===== src/design/ebir_pkg.sv =====
package ebir_pkg;
  // -------------------------------------------------------------------------
  // register offsets (word indices; byte address is offset times four)
  // -------------------------------------------------------------------------
  localparam logic [7:0] EBIR_OFF_IDX13 = 8'h4d;
  localparam logic [7:0] EBIR_OFF_IDX14 = 8'h4e;
  localparam logic [7:0] EBIR_OFF_IDX15 = 8'h4f;
  localparam logic [7:0] EBIR_OFF_APPLIED = 8'h52;
  localparam logic [7:0] EBIR_OFF_ADAPT = 8'h55;
  // -------------------------------------------------------------------------
  // byte addresses of all five registers: printed offsets are not multiples of four
  // -------------------------------------------------------------------------
  localparam logic [9:0] EBIR_ADDR_IDX13 = {EBIR_OFF_IDX13, 2'b00};
  localparam logic [9:0] EBIR_ADDR_IDX14 = {EBIR_OFF_IDX14, 2'b00};
  localparam logic [9:0] EBIR_ADDR_IDX15 = {EBIR_OFF_IDX15, 2'b00};
  localparam logic [9:0] EBIR_ADDR_APPLIED = {EBIR_OFF_APPLIED, 2'b00};
  localparam logic [9:0] EBIR_ADDR_ADAPT = {EBIR_OFF_ADAPT, 2'b00};
  localparam int EBIR_ADDR_W = 10;
  // -------------------------------------------------------------------------
  // reset values and field layout
  // -------------------------------------------------------------------------
  localparam logic [7:0] EBIR_RST_IDX13 = 8'ha5;
  localparam logic [7:0] EBIR_RST_IDX14 = 8'he6;
  localparam logic [7:0] EBIR_RST_IDX15 = 8'hf9;
  localparam logic [7:0] EBIR_RST_APPLIED = 8'h00;
  localparam logic [7:0] EBIR_RST_ADAPT = 8'h00;
  localparam logic [7:0] EBIR_ADAPT_WMASK = 8'h7f;
  localparam int EBIR_ADAPT_RO_BIT = 7;
  localparam int EBIR_ADAPT_INIT_BIT = 1;
  localparam int EBIR_STAGE_W = 2;
  localparam int EBIR_STAGES = 4;
  localparam logic [1:0] EBIR_RESP_OKAY = 2'b00;
  localparam logic [1:0] EBIR_RESP_SLVERR = 2'b10;
endpackage


===== src/design/ebir_entry_reg.sv =====
module ebir_entry_reg #(
  parameter logic [7:0] RESET_VALUE = 8'h00
) (
  // clock and reset
  input wire logic core_clk,
  input wire logic rst,
  // write port
  input wire logic wrEn,
  input wire logic [7:0] wrData,
  input wire logic [7:0] wrMask,
  // stored value
  output logic [7:0] value
);
  logic [7:0] valueNext;

  assign valueNext = (value & ~wrMask) | (wrData & wrMask);

  always_ff @(posedge core_clk or posedge rst) begin
    if (rst) begin
      value <= RESET_VALUE;
    end else if (wrEn) begin
      value <= valueNext;
    end
  end
endmodule


===== src/design/ebir_regs.sv =====
// Function
// - index 13 entry at 0x4d, resets a5
// - index 14 entry at 0x4e, resets e6
// - index 15 entry at 0x4f, resets f9
// - four two-bit stage fields, stage0 on top
// - read-only applied boost at 0x52
// - adaptation control 0x55, bit7 read-only
module ebir_regs (
  // clock and reset
  input wire logic core_clk,
  input wire logic rst,
  // axi4-lite write address
  input wire logic s_axi_awvalid,
  output logic s_axi_awready,
  input wire logic [ebir_pkg::EBIR_ADDR_W-1:0] s_axi_awaddr,
  input wire logic [2:0] s_axi_awprot,
  // axi4-lite write data
  input wire logic s_axi_wvalid,
  output logic s_axi_wready,
  input wire logic [31:0] s_axi_wdata,
  input wire logic [3:0] s_axi_wstrb,
  // axi4-lite write response
  output logic s_axi_bvalid,
  input wire logic s_axi_bready,
  output logic [1:0] s_axi_bresp,
  // axi4-lite read address
  input wire logic s_axi_arvalid,
  output logic s_axi_arready,
  input wire logic [ebir_pkg::EBIR_ADDR_W-1:0] s_axi_araddr,
  input wire logic [2:0] s_axi_arprot,
  // axi4-lite read data
  output logic s_axi_rvalid,
  input wire logic s_axi_rready,
  output logic [31:0] s_axi_rdata,
  output logic [1:0] s_axi_rresp,
  // equalizer side
  input wire logic [7:0] appliedBoostValue,
  input wire logic adaptStatus,
  output logic [7:0] idx13Entry,
  output logic [7:0] idx14Entry,
  output logic [7:0] idx15Entry,
  output logic [6:0] adaptControl,
  output logic [1:0] idx13Stage0Boost,
  output logic [1:0] idx13Stage1Boost,
  output logic [1:0] idx13Stage2Boost,
  output logic [1:0] idx13Stage3Boost,
  output logic [1:0] idx14Stage0Boost,
  output logic [1:0] idx14Stage1Boost,
  output logic [1:0] idx14Stage2Boost,
  output logic [1:0] idx14Stage3Boost,
  output logic [1:0] idx15Stage0Boost,
  output logic [1:0] idx15Stage1Boost,
  output logic [1:0] idx15Stage2Boost,
  output logic [1:0] idx15Stage3Boost
);
  import ebir_pkg::*;

  // -------------------------------------------------------------------------
  // write channel capture
  // -------------------------------------------------------------------------
  logic awHeld_reg;
  logic wHeld_reg;
  logic [EBIR_ADDR_W-1:0] awAddr_reg;
  logic [7:0] wData_reg;
  logic wStrb_reg;
  logic [7:0] idx13Val;
  logic [7:0] idx14Val;
  logic [7:0] idx15Val;
  logic [7:0] adaptVal;

  wire awTake = s_axi_awvalid & s_axi_awready;
  wire wTake = s_axi_wvalid & s_axi_wready;
  wire doWrite = awHeld_reg & wHeld_reg & ~s_axi_bvalid;
  wire bDone = s_axi_bvalid & s_axi_bready;

  // a channel is held from its handshake until the register update
  always_ff @(posedge core_clk or posedge rst) begin
    if (rst) begin
      awHeld_reg <= 1'b0;
    end else if (awTake) begin
      awHeld_reg <= 1'b1;
    end else if (doWrite) begin
      awHeld_reg <= 1'b0;
    end
  end

  always_ff @(posedge core_clk or posedge rst) begin
    if (rst) begin
      awAddr_reg <= '0;
    end else if (awTake) begin
      awAddr_reg <= s_axi_awaddr;
    end
  end

  always_ff @(posedge core_clk or posedge rst) begin
    if (rst) begin
      wHeld_reg <= 1'b0;
    end else if (wTake) begin
      wHeld_reg <= 1'b1;
    end else if (doWrite) begin
      wHeld_reg <= 1'b0;
    end
  end

  // only byte lane 0 carries register data
  always_ff @(posedge core_clk or posedge rst) begin
    if (rst) begin
      wData_reg <= '0;
      wStrb_reg <= 1'b0;
    end else if (wTake) begin
      wData_reg <= s_axi_wdata[7:0];
      wStrb_reg <= s_axi_wstrb[0];
    end
  end

  always_ff @(posedge core_clk or posedge rst) begin
    if (rst) begin
      s_axi_awready <= 1'b1;
    end else begin
      s_axi_awready <= ~(awTake | awHeld_reg) | doWrite;
    end
  end

  always_ff @(posedge core_clk or posedge rst) begin
    if (rst) begin
      s_axi_wready <= 1'b1;
    end else begin
      s_axi_wready <= ~(wTake | wHeld_reg) | doWrite;
    end
  end

  // -------------------------------------------------------------------------
  // write decode
  // -------------------------------------------------------------------------
  wire wAddrWord = awAddr_reg[1:0] == 2'b00;
  wire hitW13 = wAddrWord && awAddr_reg == EBIR_ADDR_IDX13;
  wire hitW14 = wAddrWord && awAddr_reg == EBIR_ADDR_IDX14;
  wire hitW15 = wAddrWord && awAddr_reg == EBIR_ADDR_IDX15;
  wire hitWApplied = wAddrWord && awAddr_reg == EBIR_ADDR_APPLIED;
  wire hitWAdapt = wAddrWord && awAddr_reg == EBIR_ADDR_ADAPT;
  wire wMapped = hitW13 | hitW14 | hitW15 | hitWApplied | hitWAdapt;
  wire wLaneOn = doWrite & wStrb_reg;
  wire [7:0] fullMask = 8'hff;

  // entries are full-width read/write
  ebir_entry_reg #(.RESET_VALUE(EBIR_RST_IDX13)) u_idx13 (
    .core_clk(core_clk),
    .rst(rst),
    .wrEn(wLaneOn & hitW13),
    .wrData(wData_reg),
    .wrMask(fullMask),
    .value(idx13Val)
  );
  ebir_entry_reg #(.RESET_VALUE(EBIR_RST_IDX14)) u_idx14 (
    .core_clk(core_clk),
    .rst(rst),
    .wrEn(wLaneOn & hitW14),
    .wrData(wData_reg),
    .wrMask(fullMask),
    .value(idx14Val)
  );
  ebir_entry_reg #(.RESET_VALUE(EBIR_RST_IDX15)) u_idx15 (
    .core_clk(core_clk),
    .rst(rst),
    .wrEn(wLaneOn & hitW15),
    .wrData(wData_reg),
    .wrMask(fullMask),
    .value(idx15Val)
  );
  // bit 7 is outside the write mask, so software cannot disturb it
  ebir_entry_reg #(.RESET_VALUE(EBIR_RST_ADAPT)) u_adapt (
    .core_clk(core_clk),
    .rst(rst),
    .wrEn(wLaneOn & hitWAdapt),
    .wrData(wData_reg),
    .wrMask(EBIR_ADAPT_WMASK),
    .value(adaptVal)
  );

  always_ff @(posedge core_clk or posedge rst) begin
    if (rst) begin
      s_axi_bvalid <= 1'b0;
    end else if (doWrite) begin
      s_axi_bvalid <= 1'b1;
    end else if (bDone) begin
      s_axi_bvalid <= 1'b0;
    end
  end

  // unmapped writes are answered with an error and change nothing
  always_ff @(posedge core_clk or posedge rst) begin
    if (rst) begin
      s_axi_bresp <= EBIR_RESP_OKAY;
    end else if (doWrite) begin
      s_axi_bresp <= wMapped ? EBIR_RESP_OKAY : EBIR_RESP_SLVERR;
    end
  end

  // -------------------------------------------------------------------------
  // equalizer-side status sampling
  // -------------------------------------------------------------------------
  logic [7:0] appliedSync1_reg;
  logic [7:0] appliedSync2_reg;
  logic [7:0] appliedSync3_reg;
  logic [7:0] appliedBoost_reg;
  logic statSync1_reg;
  logic adaptStatus_reg;

  // the boost word crosses domains bit by bit, so a value is only
  // taken once two successive synchronised samples agree
  wire appliedSteady = appliedSync2_reg == appliedSync3_reg;

  always_ff @(posedge core_clk or posedge rst) begin
    if (rst) begin
      appliedSync1_reg <= EBIR_RST_APPLIED;
      appliedSync2_reg <= EBIR_RST_APPLIED;
      appliedSync3_reg <= EBIR_RST_APPLIED;
    end else begin
      appliedSync1_reg <= appliedBoostValue;
      appliedSync2_reg <= appliedSync1_reg;
      appliedSync3_reg <= appliedSync2_reg;
    end
  end

  always_ff @(posedge core_clk or posedge rst) begin
    if (rst) begin
      appliedBoost_reg <= EBIR_RST_APPLIED;
    end else if (appliedSteady) begin
      appliedBoost_reg <= appliedSync3_reg;
    end
  end

  always_ff @(posedge core_clk or posedge rst) begin
    if (rst) begin
      statSync1_reg <= 1'b0;
      adaptStatus_reg <= 1'b0;
    end else begin
      statSync1_reg <= adaptStatus;
      adaptStatus_reg <= statSync1_reg;
    end
  end

  // -------------------------------------------------------------------------
  // read path
  // -------------------------------------------------------------------------
  wire rAddrWord = s_axi_araddr[1:0] == 2'b00;
  wire hitR13 = rAddrWord && s_axi_araddr == EBIR_ADDR_IDX13;
  wire hitR14 = rAddrWord && s_axi_araddr == EBIR_ADDR_IDX14;
  wire hitR15 = rAddrWord && s_axi_araddr == EBIR_ADDR_IDX15;
  wire hitRApplied = rAddrWord && s_axi_araddr == EBIR_ADDR_APPLIED;
  wire hitRAdapt = rAddrWord && s_axi_araddr == EBIR_ADDR_ADAPT;
  wire rMapped = hitR13 | hitR14 | hitR15 | hitRApplied | hitRAdapt;
  wire [7:0] adaptRead = {adaptStatus_reg, adaptVal[EBIR_ADAPT_RO_BIT-1:0]};
  wire [7:0] rByte = ({8{hitR13}} & idx13Val)
                   | ({8{hitR14}} & idx14Val)
                   | ({8{hitR15}} & idx15Val)
                   | ({8{hitRApplied}} & appliedBoost_reg)
                   | ({8{hitRAdapt}} & adaptRead);
  wire arTake = s_axi_arvalid & s_axi_arready;
  wire rDone = s_axi_rvalid & s_axi_rready;

  always_ff @(posedge core_clk or posedge rst) begin
    if (rst) begin
      s_axi_rvalid <= 1'b0;
      s_axi_rdata <= '0;
      s_axi_rresp <= EBIR_RESP_OKAY;
    end else if (arTake) begin
      s_axi_rvalid <= 1'b1;
      s_axi_rdata <= {24'h000000, rByte};
      s_axi_rresp <= rMapped ? EBIR_RESP_OKAY : EBIR_RESP_SLVERR;
    end else if (rDone) begin
      s_axi_rvalid <= 1'b0;
    end
  end

  // one read at a time: no new address while an answer stands
  always_ff @(posedge core_clk or posedge rst) begin
    if (rst) begin
      s_axi_arready <= 1'b1;
    end else if (arTake) begin
      s_axi_arready <= 1'b0;
    end else if (rDone) begin
      s_axi_arready <= 1'b1;
    end
  end

  // -------------------------------------------------------------------------
  // outputs to the equalizer, registered
  // -------------------------------------------------------------------------
  always_ff @(posedge core_clk or posedge rst) begin
    if (rst) begin
      idx13Entry <= EBIR_RST_IDX13;
      idx14Entry <= EBIR_RST_IDX14;
      idx15Entry <= EBIR_RST_IDX15;
      adaptControl <= EBIR_RST_ADAPT[EBIR_ADAPT_RO_BIT-1:0];
    end else begin
      idx13Entry <= idx13Val;
      idx14Entry <= idx14Val;
      idx15Entry <= idx15Val;
      // bit 1 stays low until software initialises it
      adaptControl <= adaptVal[EBIR_ADAPT_RO_BIT-1:0];
    end
  end

  // stage fields split from the registered entries: stage 0 in bits 7:6
  assign {idx13Stage0Boost, idx13Stage1Boost, idx13Stage2Boost, idx13Stage3Boost} = idx13Entry;
  assign {idx14Stage0Boost, idx14Stage1Boost, idx14Stage2Boost, idx14Stage3Boost} = idx14Entry;
  assign {idx15Stage0Boost, idx15Stage1Boost, idx15Stage2Boost, idx15Stage3Boost} = idx15Entry;
endmodule


===== config.mk =====
export PLATFORM = sky130hd
export DESIGN_NAME = ebir_regs
export DESIGN_NICKNAME = d
export VERILOG_FILES = /design/src/design/ebir_pkg.sv /design/src/design/ebir_entry_reg.sv /design/src/design/ebir_regs.sv
export SDC_FILE = /design/constraint.sdc
export NUM_CORES = 1
export LEC_CHECK = 0
export ABC_AREA = 1
export BUFFER_PORTS_ARGS = -buffer_cell sky130_fd_sc_hd__buf_2
export CORE_ASPECT_RATIO = 0.8
export CORE_MARGIN = 2
export CORE_UTILIZATION = 46
export DETAILED_ROUTE_END_ITERATION = 8
export HOLD_SLACK_MARGIN = 0.02
export PLACE_DENSITY = 0.85
export SLEW_MARGIN = 10
export SYNTH_ARGS = -nofsm -noshare
export SYNTH_HDL_FRONTEND = slang
export SYNTH_SLANG_ARGS = --single-unit

===== constraint.sdc =====
create_clock -name core_clk -period 3.49 [get_ports core_clk]
set_input_delay 0 -clock core_clk [delete_from_list [all_inputs] [get_ports core_clk]]
set_output_delay 0 -clock core_clk [all_outputs]
set_load 0.01 [all_outputs]

==> load_flow_metrics.sql, run 1 <==
INSERT INTO impl_metrics (metric_group, metric, value, unit) VALUES
('layout', 'layout.cell_area.non_filler', '0.00674', 'mm2'),
('floorplan', 'initial_utilization', '0.470', ''),
('run', 'maxCapViolations', '0', ''),
('cts', 'cts-hold-fix-buffers', '34', ''),
('sta', 'final_hold_viol_count', '0', ''),
('layout', 'filler_cell_count', '986', ''),
('cts', 'cts_repair_resize_count', '0', ''),
('grt', 'pin_count_of_the_biggest_net_entering_global_routing', '72', ''),
('route', 'initialDrtViolationCount', '326', ''),
('power_and_ir_drop', 'leakagePower', '3.39', 'nW'),
('grt', 'number_of_global_route_vias_before_repair', '3627', ''),
('route', 'route.antenna.remaining_nets', '0', ''),
('sta', 'worst_slew_pin_slew', '0.834', 'ns'),
('synth', 'synth.ff_latch_count', '132', ''),
('grt', 'grt_util_all_layers', '0.189', ''),
('floorplan', 'core_area', '0.0115', 'mm2'),
('cts', 'cts.sink_count', '132', ''),
('route', 'drt_drc_violations_left', '0', ''),
('cts', 'post_cts.repair.setup_buffers', '0', ''),
('place', 'dp_hpwl', '7.82', 'mm'),
('setup_path', 'timing.rr.start', 's_axi_bvalid$_DFFE_PP0P_', ''),
('sta', 'report.final.setup_viol', '0', ''),
('min_path', 'holdCritPathClass', 'in2reg', ''),
('layout', 'largest_register_ff_count', '10', ''),
('cts', 'tritoncts.num_buffers', '17', ''),
('grt', 'globalRouteMet3Util', '0.0722', ''),
('sta', 'final-max-slew-violation-count', '0', ''),
('setup_path', 'worst-endpoint-required', '3.79', 'ns'),
('setup_path', 'reg2reg_setup_slack', '1.96', 'ns'),
('route', 'wl', '11.2', 'mm'),
('grt', 'antenna_found_initial', '0', ''),
('setup_path', 'timing.setup.critical_path_class', 'reg2reg', ''),
('setup_path', 'start_kind', 'flip-flop', ''),
('setup_path', 'cp-startpoint', 's_axi_bvalid$_DFFE_PP0P_', ''),
('synth', 'synth_most_common_cell', 'dfrtp_1', ''),
('layout', 'final_core_util', '0.588', ''),
('place', 'dpl-instance-area', '0.00580', 'mm2'),
('sta', 'max_freq', '0.653', 'GHz'),
('layout', 'insertedDiodeCount', '0', ''),
('place', 'gp_congestion', '0.849', ''),
('layout', 'flow.area_growth_from_synthesis', '25.1', '%'),
('setup_path', 'worst-path-max-fanout', '14', ''),
('synth', 'synth_area_leaders', 'dfrtp_1 (46%), dfstp_2 (16%), buf_4 (7.0%)', ''),
('layout', 'layout_cell_share_with_drive_strength_beyond_1', '0.346', ''),
('power_and_ir_drop', 'max-vdd-ir-drop', '0.397', 'mV'),
('synth', 'yosys_warnings', '0', ''),
('synth', 'syn_inst', '496', ''),
('grt', 'use_met1', '0.248', ''),
('floorplan', 'die_w', '125', 'um'),
('floorplan', 'fp.dieArea', '0.0126', 'mm2'),
('synth', 'yosysUniqueCellTypes', '29', ''),
('cts', 'cts_tree', 'done', ''),
('outcome', 'status', 'completed', ''),
('synth', 'synth_top_flop_cell', 'dfrtp_1', ''),
('sta', 'setup_repair_after_global_routing_missed_its_margin', 'false', ''),
('setup_path', 'endpoint', 'u_adapt.value[5]$_DFFE_PP0P_', ''),
('grt', 'met2_usage', '0.293', ''),
('route', 'drtPass1Iterations', '4', ''),
('sta', 'final.setup_skew', '0.00696', 'ns'),
('sta', 'fin_tns_setup', '0', 'ns'),
('synth', 'seq_area_frac_synth', '0.621', ''),
('synth', 'yosysTopAreaCellShare', '0.460', ''),
('synth', 'syn_area_per_cell', '10.9', 'um2'),
('setup_path', 'worstSetupEndpointType', 'flip-flop', ''),
('synth', 'yosys.area.top_type', 'dfrtp_1', ''),
('route', 'vias_per_std_cell', '4.75', ''),
('sta', 'slew-limit-headroom', '0.444', ''),
('grt', 'grt_busiest_layer', 'met2', ''),
('power_and_ir_drop', 'p_total', '0.00455', 'W'),
('cts', 'cts.reportedPaths.clkPinSlew', '0.06', 'ns'),
('synth', 'number_of_synthesized_flops_with_an_enable_pin', '0', '');
-- cell type report --
type	instances	area, um2	share of cell area
flip-flops and latches	132	3340	0.496
multi-input cells	297	1560	0.231
repair buffers	150	926	0.137
clock buffers	17	425	0.0631
well taps	148	185	0.0275
clock inverters	15	176	0.0262
inverters	33	126	0.0187
-- worst max-delay path: stages, from the launching register on --
cell and delay [ns]:
dfrtp_1 0.39, inv_1 0.08, nand3_2 0.17, nor2_8 0.21, nand3_2 0.31, nand2_1 0.18
o21ai_2 0.07
-- logic make-up (layout without fill, tap and decap cells) --
group	Yosys count	count (layout)	synth area share
AOI/OAI and AO/OA	68	68	0.0704
and+or+nand+nor	189	189	0.176
muxes	6	6	0.0125
other	1	26	0.000696
xor gates and xnor gates	8	8	0.0130
DFF	132	132	0.621
buffers and inverters	92	215	0.107
-- power by group --
group | internal, W | switching [W]
combinational | 0.000285 | 0.000536
clock | 0.00103 | 0.000759
sequential | 0.00180 | 0.000146
total | 0.00311 | 0.00144
-- worst min path at each step --
stage / startpoint / endpoint / slack [ns] / cells past startpoint
2_1_floorplan: appliedBoostValue[0] / appliedSync1_reg[0]$_DFF_PP0_ / 0.03 / 0
3_3_place_gp: appliedBoostValue[1] / appliedSync1_reg[1]$_DFF_PP0_ / 0.11 / 1
3_5_place_dp: appliedBoostValue[5] / appliedSync1_reg[5]$_DFF_PP0_ / 0.11 / 1
4_1_cts: s_axi_arvalid / s_axi_arready$_DFFE_PP1P_ / 0.11 / 4
5_1_grt: s_axi_arvalid / s_axi_rvalid$_DFFE_PP0P_ / 0.16 / 3
6_report: s_axi_arvalid / s_axi_arready$_DFFE_PP1P_ / 0.13 / 4
-- routing by layer --
layer / vias up / part of all wire
met3: 15 / 0.067
met4: 0 / 0.012
met2: 141 / 0.47
met5: - / 0
li1: 1818 / -
met1: 1786 / 0.45
-- layout by cell type, fill, tap and decap left out, types with 7 or more instances in the layout --
cell             n
buf_2          114
nand2_1         94
nand3_1         45
dfstp_2         33
conb_1          26
clkbuf_16       17
o21ai_0         16
nor2_1          24
inv_8            7
inv_1           26
o21ai_1         24
a31oi_1          8
dfrtp_1         99
o21ai_2          7
a21oi_1         12
dlygate4sd3_1   34
-- through the flow --
step,worst slack [ns],hold WS [ns],std cells
6_report,1.96,0.132,792
5_1_grt,1.81,0.158,792
4_1_cts,1.96,0.113,792
3_5_place_dp,1.97,0.109,726
3_3_place_gp,2.02,0.108,726
2_1_floorplan,0.0186,0.0314,521
Note: power is estimated with default switching activity, not from simulation.
==> run 2: changes to the inputs <==
CORE_UTILIZATION = 51   (was 46)
PLACE_DENSITY = 0.89   (was 0.85)
clock period = 1.5 ns   (was 3.49 ns; I/O delays follow)
==> run 2 against run 1 <==
  * Via count is 6.1% higher
  * Sequential power is 130% higher
  * Critical endpoint is now wData_reg[1]$_DFFE_PP0P_
  * Cell count is 0.38% higher
  * Wire length is 3.0% higher
  * Flip-flop and latch count stayed put
  * Clock power is 130% higher
  * Largest power group unchanged
  * Die area is 9.5% lower
  * Setup slack worse by 1.9 ns
  * Design area is 2.1% higher
  * First-iteration DRC count is 3.4% higher
  * Critical path depth is 1 lower
==> load_flow_metrics.sql, run 2 (synthesized netlist as in run 1, its figures left out) <==
INSERT INTO impl_metrics (metric_group, metric, value, unit) VALUES
('floorplan', 'ioPinCount', '174', ''),
('route', 'drtPass1Iterations', '5', ''),
('sta', 'finalWorstSetupSlack', '0.0610', 'ns'),
('setup_path', 'reg2reg_setup_slack', '0.06', 'ns'),
('route', 'wl', '11.6', 'mm'),
('power_and_ir_drop', 'power.clock.fraction', '0.381', ''),
('place', 'detailedPlace.worstSlack', '0.0120', 'ns'),
('setup_path', 'cp-startpoint', 's_axi_wready$_DFF_PP1_', ''),
('cts', 'root_buffer', 'clkbuf_16', ''),
('power_and_ir_drop', 'leakagePower', '3.44', 'nW'),
('cts', 'clock_insertion_delay_worst_skew', '0.42', 'ns'),
('grt', 'number_of_global_route_vias_before_repair', '3894', ''),
('layout', 'insertedDiodeCount', '0', ''),
('grt', 'global_route_wire_length_before_repair', '18.3', 'mm'),
('floorplan', 'initial_utilization', '0.524', ''),
('sta', 'min_period', '1.44', 'ns'),
('setup_path', 'critical-path-max-stage-delay', '0.55', 'ns'),
('power_and_ir_drop', 'power_report.internal_total', '0.00744', 'W'),
('setup_path', 'worstPathArrival', '1.77', 'ns'),
('sta', 'slew-limit-headroom', '0.615', ''),
('place', 'gp_congestion', '0.898', ''),
('floorplan', 'fp.dieArea', '0.0114', 'mm2'),
('grt', 'grt_busiest_layer', 'met2', ''),
('sta', 'report.final.setup_viol', '0', ''),
('min_path', 'hp-start', 's_axi_arvalid', ''),
('setup_path', 'path_cells', 'nand2_2, clkinvlp_4, nand2_1, dlygate4sd3_1, o21ai_0', ''),
('layout', 'final_common_cell', 'buf_2', ''),
('grt', 'use_met1', '0.246', ''),
('cts', 'cts_max_level', '4', ''),
('route', 'route.antenna.remaining_nets', '0', ''),
('sta', 'max_freq', '0.695', 'GHz'),
('grt', 'met2_usage', '0.356', ''),
('layout', 'layout_cell_share_with_drive_strength_beyond_1', '0.360', ''),
('power_and_ir_drop', 'combinationalPowerShare', '0.194', ''),
('sta', 'fin_tns_setup', '0', 'ns'),
('setup_path', 'endpoint', 'wData_reg[1]$_DFFE_PP0P_', ''),
('floorplan', 'die-height', '95.9', 'um'),
('run', 'maxCapViolations', '0', ''),
('min_path', 'holdCritPathClass', 'in2reg', ''),
('setup_path', 'start_kind', 'flip-flop', ''),
('place', 'portBuffers', '114', ''),
('cts', 'clk_path_buf_depth', '2', ''),
('cts', 'cts_tree', 'done', ''),
('cts', 'cts.reportedPaths.clkPinSlew', '0.06', 'ns'),
('floorplan', 'placement_rows', '33', ''),
('layout', 'final_nets', '720', ''),
('sta', 'worst_slew_pin_slew', '0.576', 'ns'),
('sta', 'whs', '0.0590', 'ns'),
('setup_path', 'crit_path_top_delay_cell', 'dlygate4sd3_1', ''),
('cts', 'cts.sink_count', '132', ''),
('setup_path', 'worst_r2r_endpoint', 'wData_reg[1]$_DFFE_PP0P_', ''),
('setup_path', 'worst-path-max-fanout', '5', ''),
('floorplan', 'die_w', '119', 'um'),
('layout', 'commonest_cells_after_routing_fill_and_taps_aside', 'buf_2 (114), dfrtp_1 (99), nand2_1 (92), nand3_1 (45), dlygate4sd3_1 (35)', ''),
('setup_path', 'timing.rr.start', 's_axi_wready$_DFF_PP1_', ''),
('sta', 'final_hold_viol_count', '0', ''),
('setup_path', 'worstSetupEndpointType', 'flip-flop', ''),
('sta', 'final.setup_skew', '0.00624', 'ns'),
('setup_path', 'reg2reg_depth', '5', ''),
('setup_path', 'timing.setup.critical_path_class', 'reg2reg', ''),
('grt', 'grt-ovfl-total', '0', ''),
('layout', 'largest_register_ff_count', '10', ''),
('sta', 'post-route-period-util', '0.959', ''),
('route', 'dr_total_vias', '3991', ''),
('layout', 'flow.area_growth_from_synthesis', '27.8', '%'),
('setup_path', 'worst-endpoint-required', '1.84', 'ns'),
('power_and_ir_drop', 'max-vdd-ir-drop', '1.01', 'mV'),
('outcome', 'status', 'completed', ''),
('cts', 'tritoncts.num_buffers', '17', ''),
('power_and_ir_drop', 'pwr-share-seq', '0.425', ''),
('route', 'initialDrtViolationCount', '337', ''),
('power_and_ir_drop', 'power_density', '1550', 'mW/mm2'),
('floorplan', 'core_area', '0.0103', 'mm2'),
('grt', 'globalRouteMet3Util', '0.0658', ''),
('power_and_ir_drop', 'power_switching_share', '0.303', ''),
('place', 'dp_hpwl', '7.63', 'mm'),
('grt', 'antenna_found_initial', '0', ''),
('grt', 'grt_util_all_layers', '0.213', ''),
('route', 'routed_wire_length_per_instance', '14.5', 'um'),
('route', 'drt_drc_violations_left', '0', ''),
('grt', 'pin_count_of_the_biggest_net_entering_global_routing', '50', ''),
('sta', 'final-max-slew-violation-count', '0', ''),
('power_and_ir_drop', 'netSwitchingPower', '0.00324', 'W'),
('route', 'vias_per_std_cell', '5.02', '');
==> run 2: cell count changes in the layout (fill, tap and decap cells not counted), moves of 3 or more <==
cell / before / now
inv_8: 7 / 0
buf_4: 2 / 8
clkinv_4: 1 / 5
clkinvlp_4: 1 / 5
buf_12: 0 / 3
==> run 2: routing by layer <==
metal  wire, um  part of all wire
met1       4620              0.40
met2       5690              0.49
met3        878             0.076
met4        368             0.032
met5          0                 0
==> run 2: what timing repair did <==
action	in CTS	in global routing
pin swaps	0	3
hold buffers	37	0
setup endpoints to repair	7	19
resized for setup	1	9
buffers inserted	0	1
hold endpoints to repair	54	0
==> run 2: worst max-delay path: cells and delay by family, from the launching register on <==
kind | cells | cell delay [ns]
AOI/OAI and AO/OA | 1 | 0.08
buffers and inverters | 2 | 0.64
and+or+nand+nor | 2 | 0.11
DFF | 1 | 0.54
==> run 2: power by group through the flow <==
stage	logic (W)	registers [W]	clock network, W
5_1_grt	0.00228	0.00461	0.00426
2_1_floorplan	0.00120	0.00461	0
4_1_cts	0.00202	0.00453	0.00411
3_5_place_dp	0.00190	0.00458	0
3_3_place_gp	0.00182	0.00454	0
6_report	0.00207	0.00454	0.00407
==> run 2: how the worst min path moves through the flow <==
| stage | end | slack [ns] | cells past startpoint |
|---|---|---|---|
| after global routing | s_axi_rvalid$_DFFE_PP0P_ | 0.1 | 3 |
| after global placement | awAddr_reg[2]$_DFFE_PP0P_ | 0.08 | 2 |
| after detailed placement | awAddr_reg[2]$_DFFE_PP0P_ | 0.1 | 2 |
| final | s_axi_rvalid$_DFFE_PP0P_ | 0.06 | 3 |
| after floorplan | appliedSync1_reg[0]$_DFF_PP0_ | 0.03 | 0 |
| after CTS | s_axi_rvalid$_DFFE_PP0P_ | 0.05 | 3 |
==> run 2: cell type report <==
type	instances	area [um2]
inverter	33	131
clock buffer	18	439
tap	140	175
timing repair buffer	161	1050
clock inverter	14	154
sequential	132	3340
multi-input combinational	297	1590
fill	747	3400
==> run 2: per-stage QoR <==
step	total power [W]	util	cell area, um2	cells
floorplan	0.00581	-	5490	521
global placement	0.00636	0.573	5890	726
detailed placement	0.00647	0.573	5890	726
CTS	0.0107	0.667	6860	795
global route	0.0111	0.670	6890	795
finish	0.0107	0.670	6890	795
==> run 3: changes to the inputs <==
ABC_AREA = not set   (was 1)
CORE_UTILIZATION = 50   (was 51)
PLACE_DENSITY = 0.88   (was 0.89)
==> run 3 against run 2 <==
  * The flow now finishes with violations (negative setup slack)
  * Clock power up 16%
  * Global-route usage is 0.48 points higher
  * First-iteration DRC count fell by 46%
  * Wire length is 0.92% lower
  * Non-clock buffer count is 16 higher
  * Synthesized cell count decreased by 27%
  * Die area shrank 1.5%
  * Register-to-register slack got worse by 0.55 ns
  * Cell count decreased by 15%
  * Worst hold slack got worse by 0.013 ns
  * Critical path type unchanged
  * Critical endpoint is now u_idx13.value[4]$_DFFE_PP0P_
  * Largest power group is now clock
==> load_flow_metrics.sql, run 3 <==
INSERT INTO impl_metrics (metric_group, metric, value, unit) VALUES
('outcome', 'status', 'finished with violations', ''),
('outcome', 'violations', 'negative setup slack', ''),
('synth', 'synth_top_flop_cell', 'dfrtp_1', ''),
('layout', 'largest_register_ff_count', '10', ''),
('synth', 'number_of_synthesized_flops_with_an_enable_pin', '0', ''),
('synth', 'synth_area_leaders', 'dfrtp_1 (48%), dfstp_2 (17%), mux2_2 (14%)', ''),
('grt', 'antenna_found_initial', '0', ''),
('sta', 'max_freq', '0.503', 'GHz'),
('setup_path', 'worst-path-max-fanout', '8', ''),
('grt', 'pin_count_of_the_biggest_net_entering_global_routing', '133', ''),
('route', 'drt_drc_violations_left', '0', ''),
('sta', 'post-route-period-util', '1.32', ''),
('grt', 'global_route_wire_length_before_repair', '18.2', 'mm'),
('place', 'gp_congestion', '0.813', ''),
('place', 'portBuffers', '114', ''),
('setup_path', 'worst-endpoint-required', '1.79', 'ns'),
('synth', 'synth_most_common_cell', 'dfrtp_1', ''),
('sta', 'whs', '0.0455', 'ns'),
('route', 'vias_per_std_cell', '4.98', ''),
('layout', 'commonest_cells_after_routing_fill_and_taps_aside', 'buf_2 (114), dfrtp_1 (99), mux2_2 (63), dlygate4sd3_1 (35), dfstp_2 (33)', ''),
('setup_path', 'start_kind', 'flip-flop', ''),
('grt', 'grt_util_all_layers', '0.218', ''),
('cts', 'cts_tree', 'done', ''),
('synth', 'syn_inst', '360', ''),
('route', 'initialDrtViolationCount', '182', ''),
('floorplan', 'die_w', '118', 'um'),
('synth', 'yosys.area.top_type', 'dfrtp_1', ''),
('synth', 'yosysTopAreaCellShare', '0.476', ''),
('route', 'wl', '11.4', 'mm'),
('setup_path', 'worstSetupEndpointType', 'flip-flop', ''),
('route', 'drtPass1Iterations', '5', ''),
('cts', 'clk_path_buf_depth', '2', ''),
('synth', 'list_of_most_frequent_post_synthesis_cells', 'dfrtp_1 (99), mux2_2 (64), buf_4 (50)', ''),
('route', 'route.antenna.remaining_nets', '0', ''),
('sta', 'slew-limit-headroom', '0.547', ''),
('setup_path', 'crit_path_top_delay_cell', 'or4b_4', ''),
('sta', 'finalWorstSetupSlack', '-0.486', 'ns'),
('cts', 'cts_max_level', '4', ''),
('power_and_ir_drop', 'p_total', '0.0108', 'W'),
('min_path', 'holdCritPathClass', 'in2reg', ''),
('place', 'dp_hpwl', '7.41', 'mm'),
('power_and_ir_drop', 'max-vdd-ir-drop', '1.16', 'mV'),
('cts', 'root_buffer', 'clkbuf_16', ''),
('layout', 'final_core_util', '0.681', ''),
('synth', 'postSynth.asyncResetShare', '1.00', ''),
('setup_path', 'timing.rr.start', 'awAddr_reg[0]$_DFFE_PP0P_', ''),
('synth', 'syn_area_per_cell', '14.4', 'um2'),
('floorplan', 'initial_utilization', '0.510', ''),
('layout', 'final_nets', '601', ''),
('floorplan', 'core_area', '0.0102', 'mm2'),
('cts', 'cts.reportedPaths.clkPinSlew', '0.06', 'ns'),
('setup_path', 'endpoint', 'u_idx13.value[4]$_DFFE_PP0P_', ''),
('synth', 'yosysUniqueCellTypes', '44', ''),
('power_and_ir_drop', 'power_density', '1550', 'mW/mm2'),
('setup_path', 'worstPathArrival', '2.28', 'ns'),
('power_and_ir_drop', 'leakagePower', '3.49', 'nW'),
('cts', 'cts.sink_count', '132', ''),
('grt', 'grt_busiest_layer', 'met2', ''),
('route', 'routed_wire_length_per_instance', '16.9', 'um'),
('floorplan', 'fp.dieArea', '0.0112', 'mm2'),
('setup_path', 'reg2reg_depth', '5', ''),
('grt', 'use_met1', '0.260', ''),
('synth', 'yosys_warnings', '0', ''),
('setup_path', 'path_cells', 'or4b_4, nor4_4, buf_4, nand3_4, mux2_2', ''),
('layout', 'insertedDiodeCount', '0', ''),
('place', 'placed_cells', '605', ''),
('sta', 'worst_slew_pin_slew', '0.680', 'ns'),
('setup_path', 'critical-path-max-stage-delay', '0.59', 'ns'),
('layout', 'stdcell_count', '676', ''),
('cts', 'clock_insertion_delay_worst_skew', '0.42', 'ns'),
('place', 'detailedPlace.worstSlack', '-0.477', 'ns'),
('grt', 'met2_usage', '0.387', ''),
('grt', 'grt-ovfl-total', '0', ''),
('setup_path', 'timing.setup.critical_path_class', 'reg2reg', ''),
('run', 'maxCapViolations', '0', ''),
('setup_path', 'worst_r2r_endpoint', 'u_idx13.value[4]$_DFFE_PP0P_', ''),
('layout', 'layout_cell_share_with_drive_strength_beyond_1', '0.528', ''),
('cts', 'tritoncts.num_buffers', '17', ''),
('sta', 'setup_repair_after_global_routing_missed_its_margin', 'true', ''),
('route', 'dr_total_vias', '3364', ''),
('grt', 'number_of_global_route_vias_before_repair', '3491', ''),
('grt', 'globalRouteMet3Util', '0.0538', ''),
('floorplan', 'die-height', '95.2', 'um'),
('floorplan', 'ioPinCount', '174', ''),
('setup_path', 'reg2reg_setup_slack', '-0.49', 'ns'),
('synth', 'synth.ff_latch_count', '132', ''),
('setup_path', 'cp-startpoint', 'awAddr_reg[0]$_DFFE_PP0P_', ''),
('sta', 'report.final.setup_viol', '39', ''),
('sta', 'min_period', '1.99', 'ns'),
('layout', 'final_common_cell', 'buf_2', ''),
('layout', 'filler_cell_count', '687', ''),
('layout', 'flow.area_growth_from_synthesis', '33.5', '%'),
('sta', 'final.setup_skew', '0.00880', 'ns'),
('sta', 'final-max-slew-violation-count', '0', ''),
('synth', 'seq_area_frac_synth', '0.643', ''),
('synth', 'synthesis.area', '0.00520', 'mm2'),
('sta', 'final_hold_viol_count', '0', ''),
('floorplan', 'placement_rows', '33', '');
==> run 3: cells by family after synthesis <==
kind of cell / Yosys count / synth area share
AOI/OAI and AO/OA: 38 / 0.0522
xor gates and xnor gates: 8 / 0.0135
buffers and inverters: 65 / 0.0830
and+or+nand+nor: 49 / 0.0630
DFF: 132 / 0.643
muxes: 67 / 0.145
other: 1 / 0.000721
==> run 3: power by group <==
group / leakage (nW) / total [W] / internal [W] / switching [W]
Clock: 0.326 / 0.00471 / 0.00314 / 0.00156
Sequential: 1.60 / 0.00447 / 0.00407 / 0.000400
Combinational: 1.56 / 0.00161 / 0.000838 / 0.000774
Total: 3.49 / 0.0108 / 0.00805 / 0.00274
==> run 3: cell type report <==
type	count	area, um2	share of cell area
tap	140	175	0.0252
inverter	7	30.0	0.00432
timing repair buffer	177	1150	0.165
multi-input combinational	188	1570	0.226
clock buffer	18	429	0.0618
sequential	132	3340	0.482
clock inverter	14	249	0.0358
==> run 3: worst max-delay path: cells and delay by family, from the launching register on <==
family	cells	cell delay, ns
buffers and inverters	1	0.19
multiplexers	1	0.32
AND/OR/NAND/NOR	3	0.98
flip-flops	1	0.38
==> run 3: what timing repair did <==
item | in CTS | in global routing
endpoints found under the hold margin | 132 | 0
setup buffers | 2 | 2
hold buffers | 35 | 0
setup endpoints to repair | 39 | 43
pin swaps | 4 | 3
resized for setup | 5 | 4
==> run 3: how the worst min path moves through the flow <==
stage	start	end	depth (start not counted)
finish	s_axi_araddr[8]	s_axi_rdata[6]$_DFFE_PP0P_	4
global route	s_axi_araddr[8]	s_axi_rdata[2]$_DFFE_PP0P_	4
CTS	s_axi_araddr[8]	s_axi_rdata[2]$_DFFE_PP0P_	4
detailed placement	appliedBoostValue[5]	appliedSync1_reg[5]$_DFF_PP0_	1
global placement	appliedBoostValue[5]	appliedSync1_reg[5]$_DFF_PP0_	1
floorplan	appliedBoostValue[0]	appliedSync1_reg[0]$_DFF_PP0_	0
==> run 3: per-stage QoR <==
step	TNS [ns]	area, um2
after floorplan	-18.71	5320
after global placement	-10.57	5850
after detailed placement	-12.41	5850
after CTS	-11.96	6920
after global routing	-15.76	6950
final	-13.70	6950
==> run 3: layer usage <==
metal | part of all wire | wire [um] | vias up
met5 | 0 | 0 | -
met4 | 0.017 | 195 | 0
met3 | 0.055 | 634 | 22
met2 | 0.52 | 5900 | 139
met1 | 0.41 | 4720 | 1691
li1 | - | - | 1512
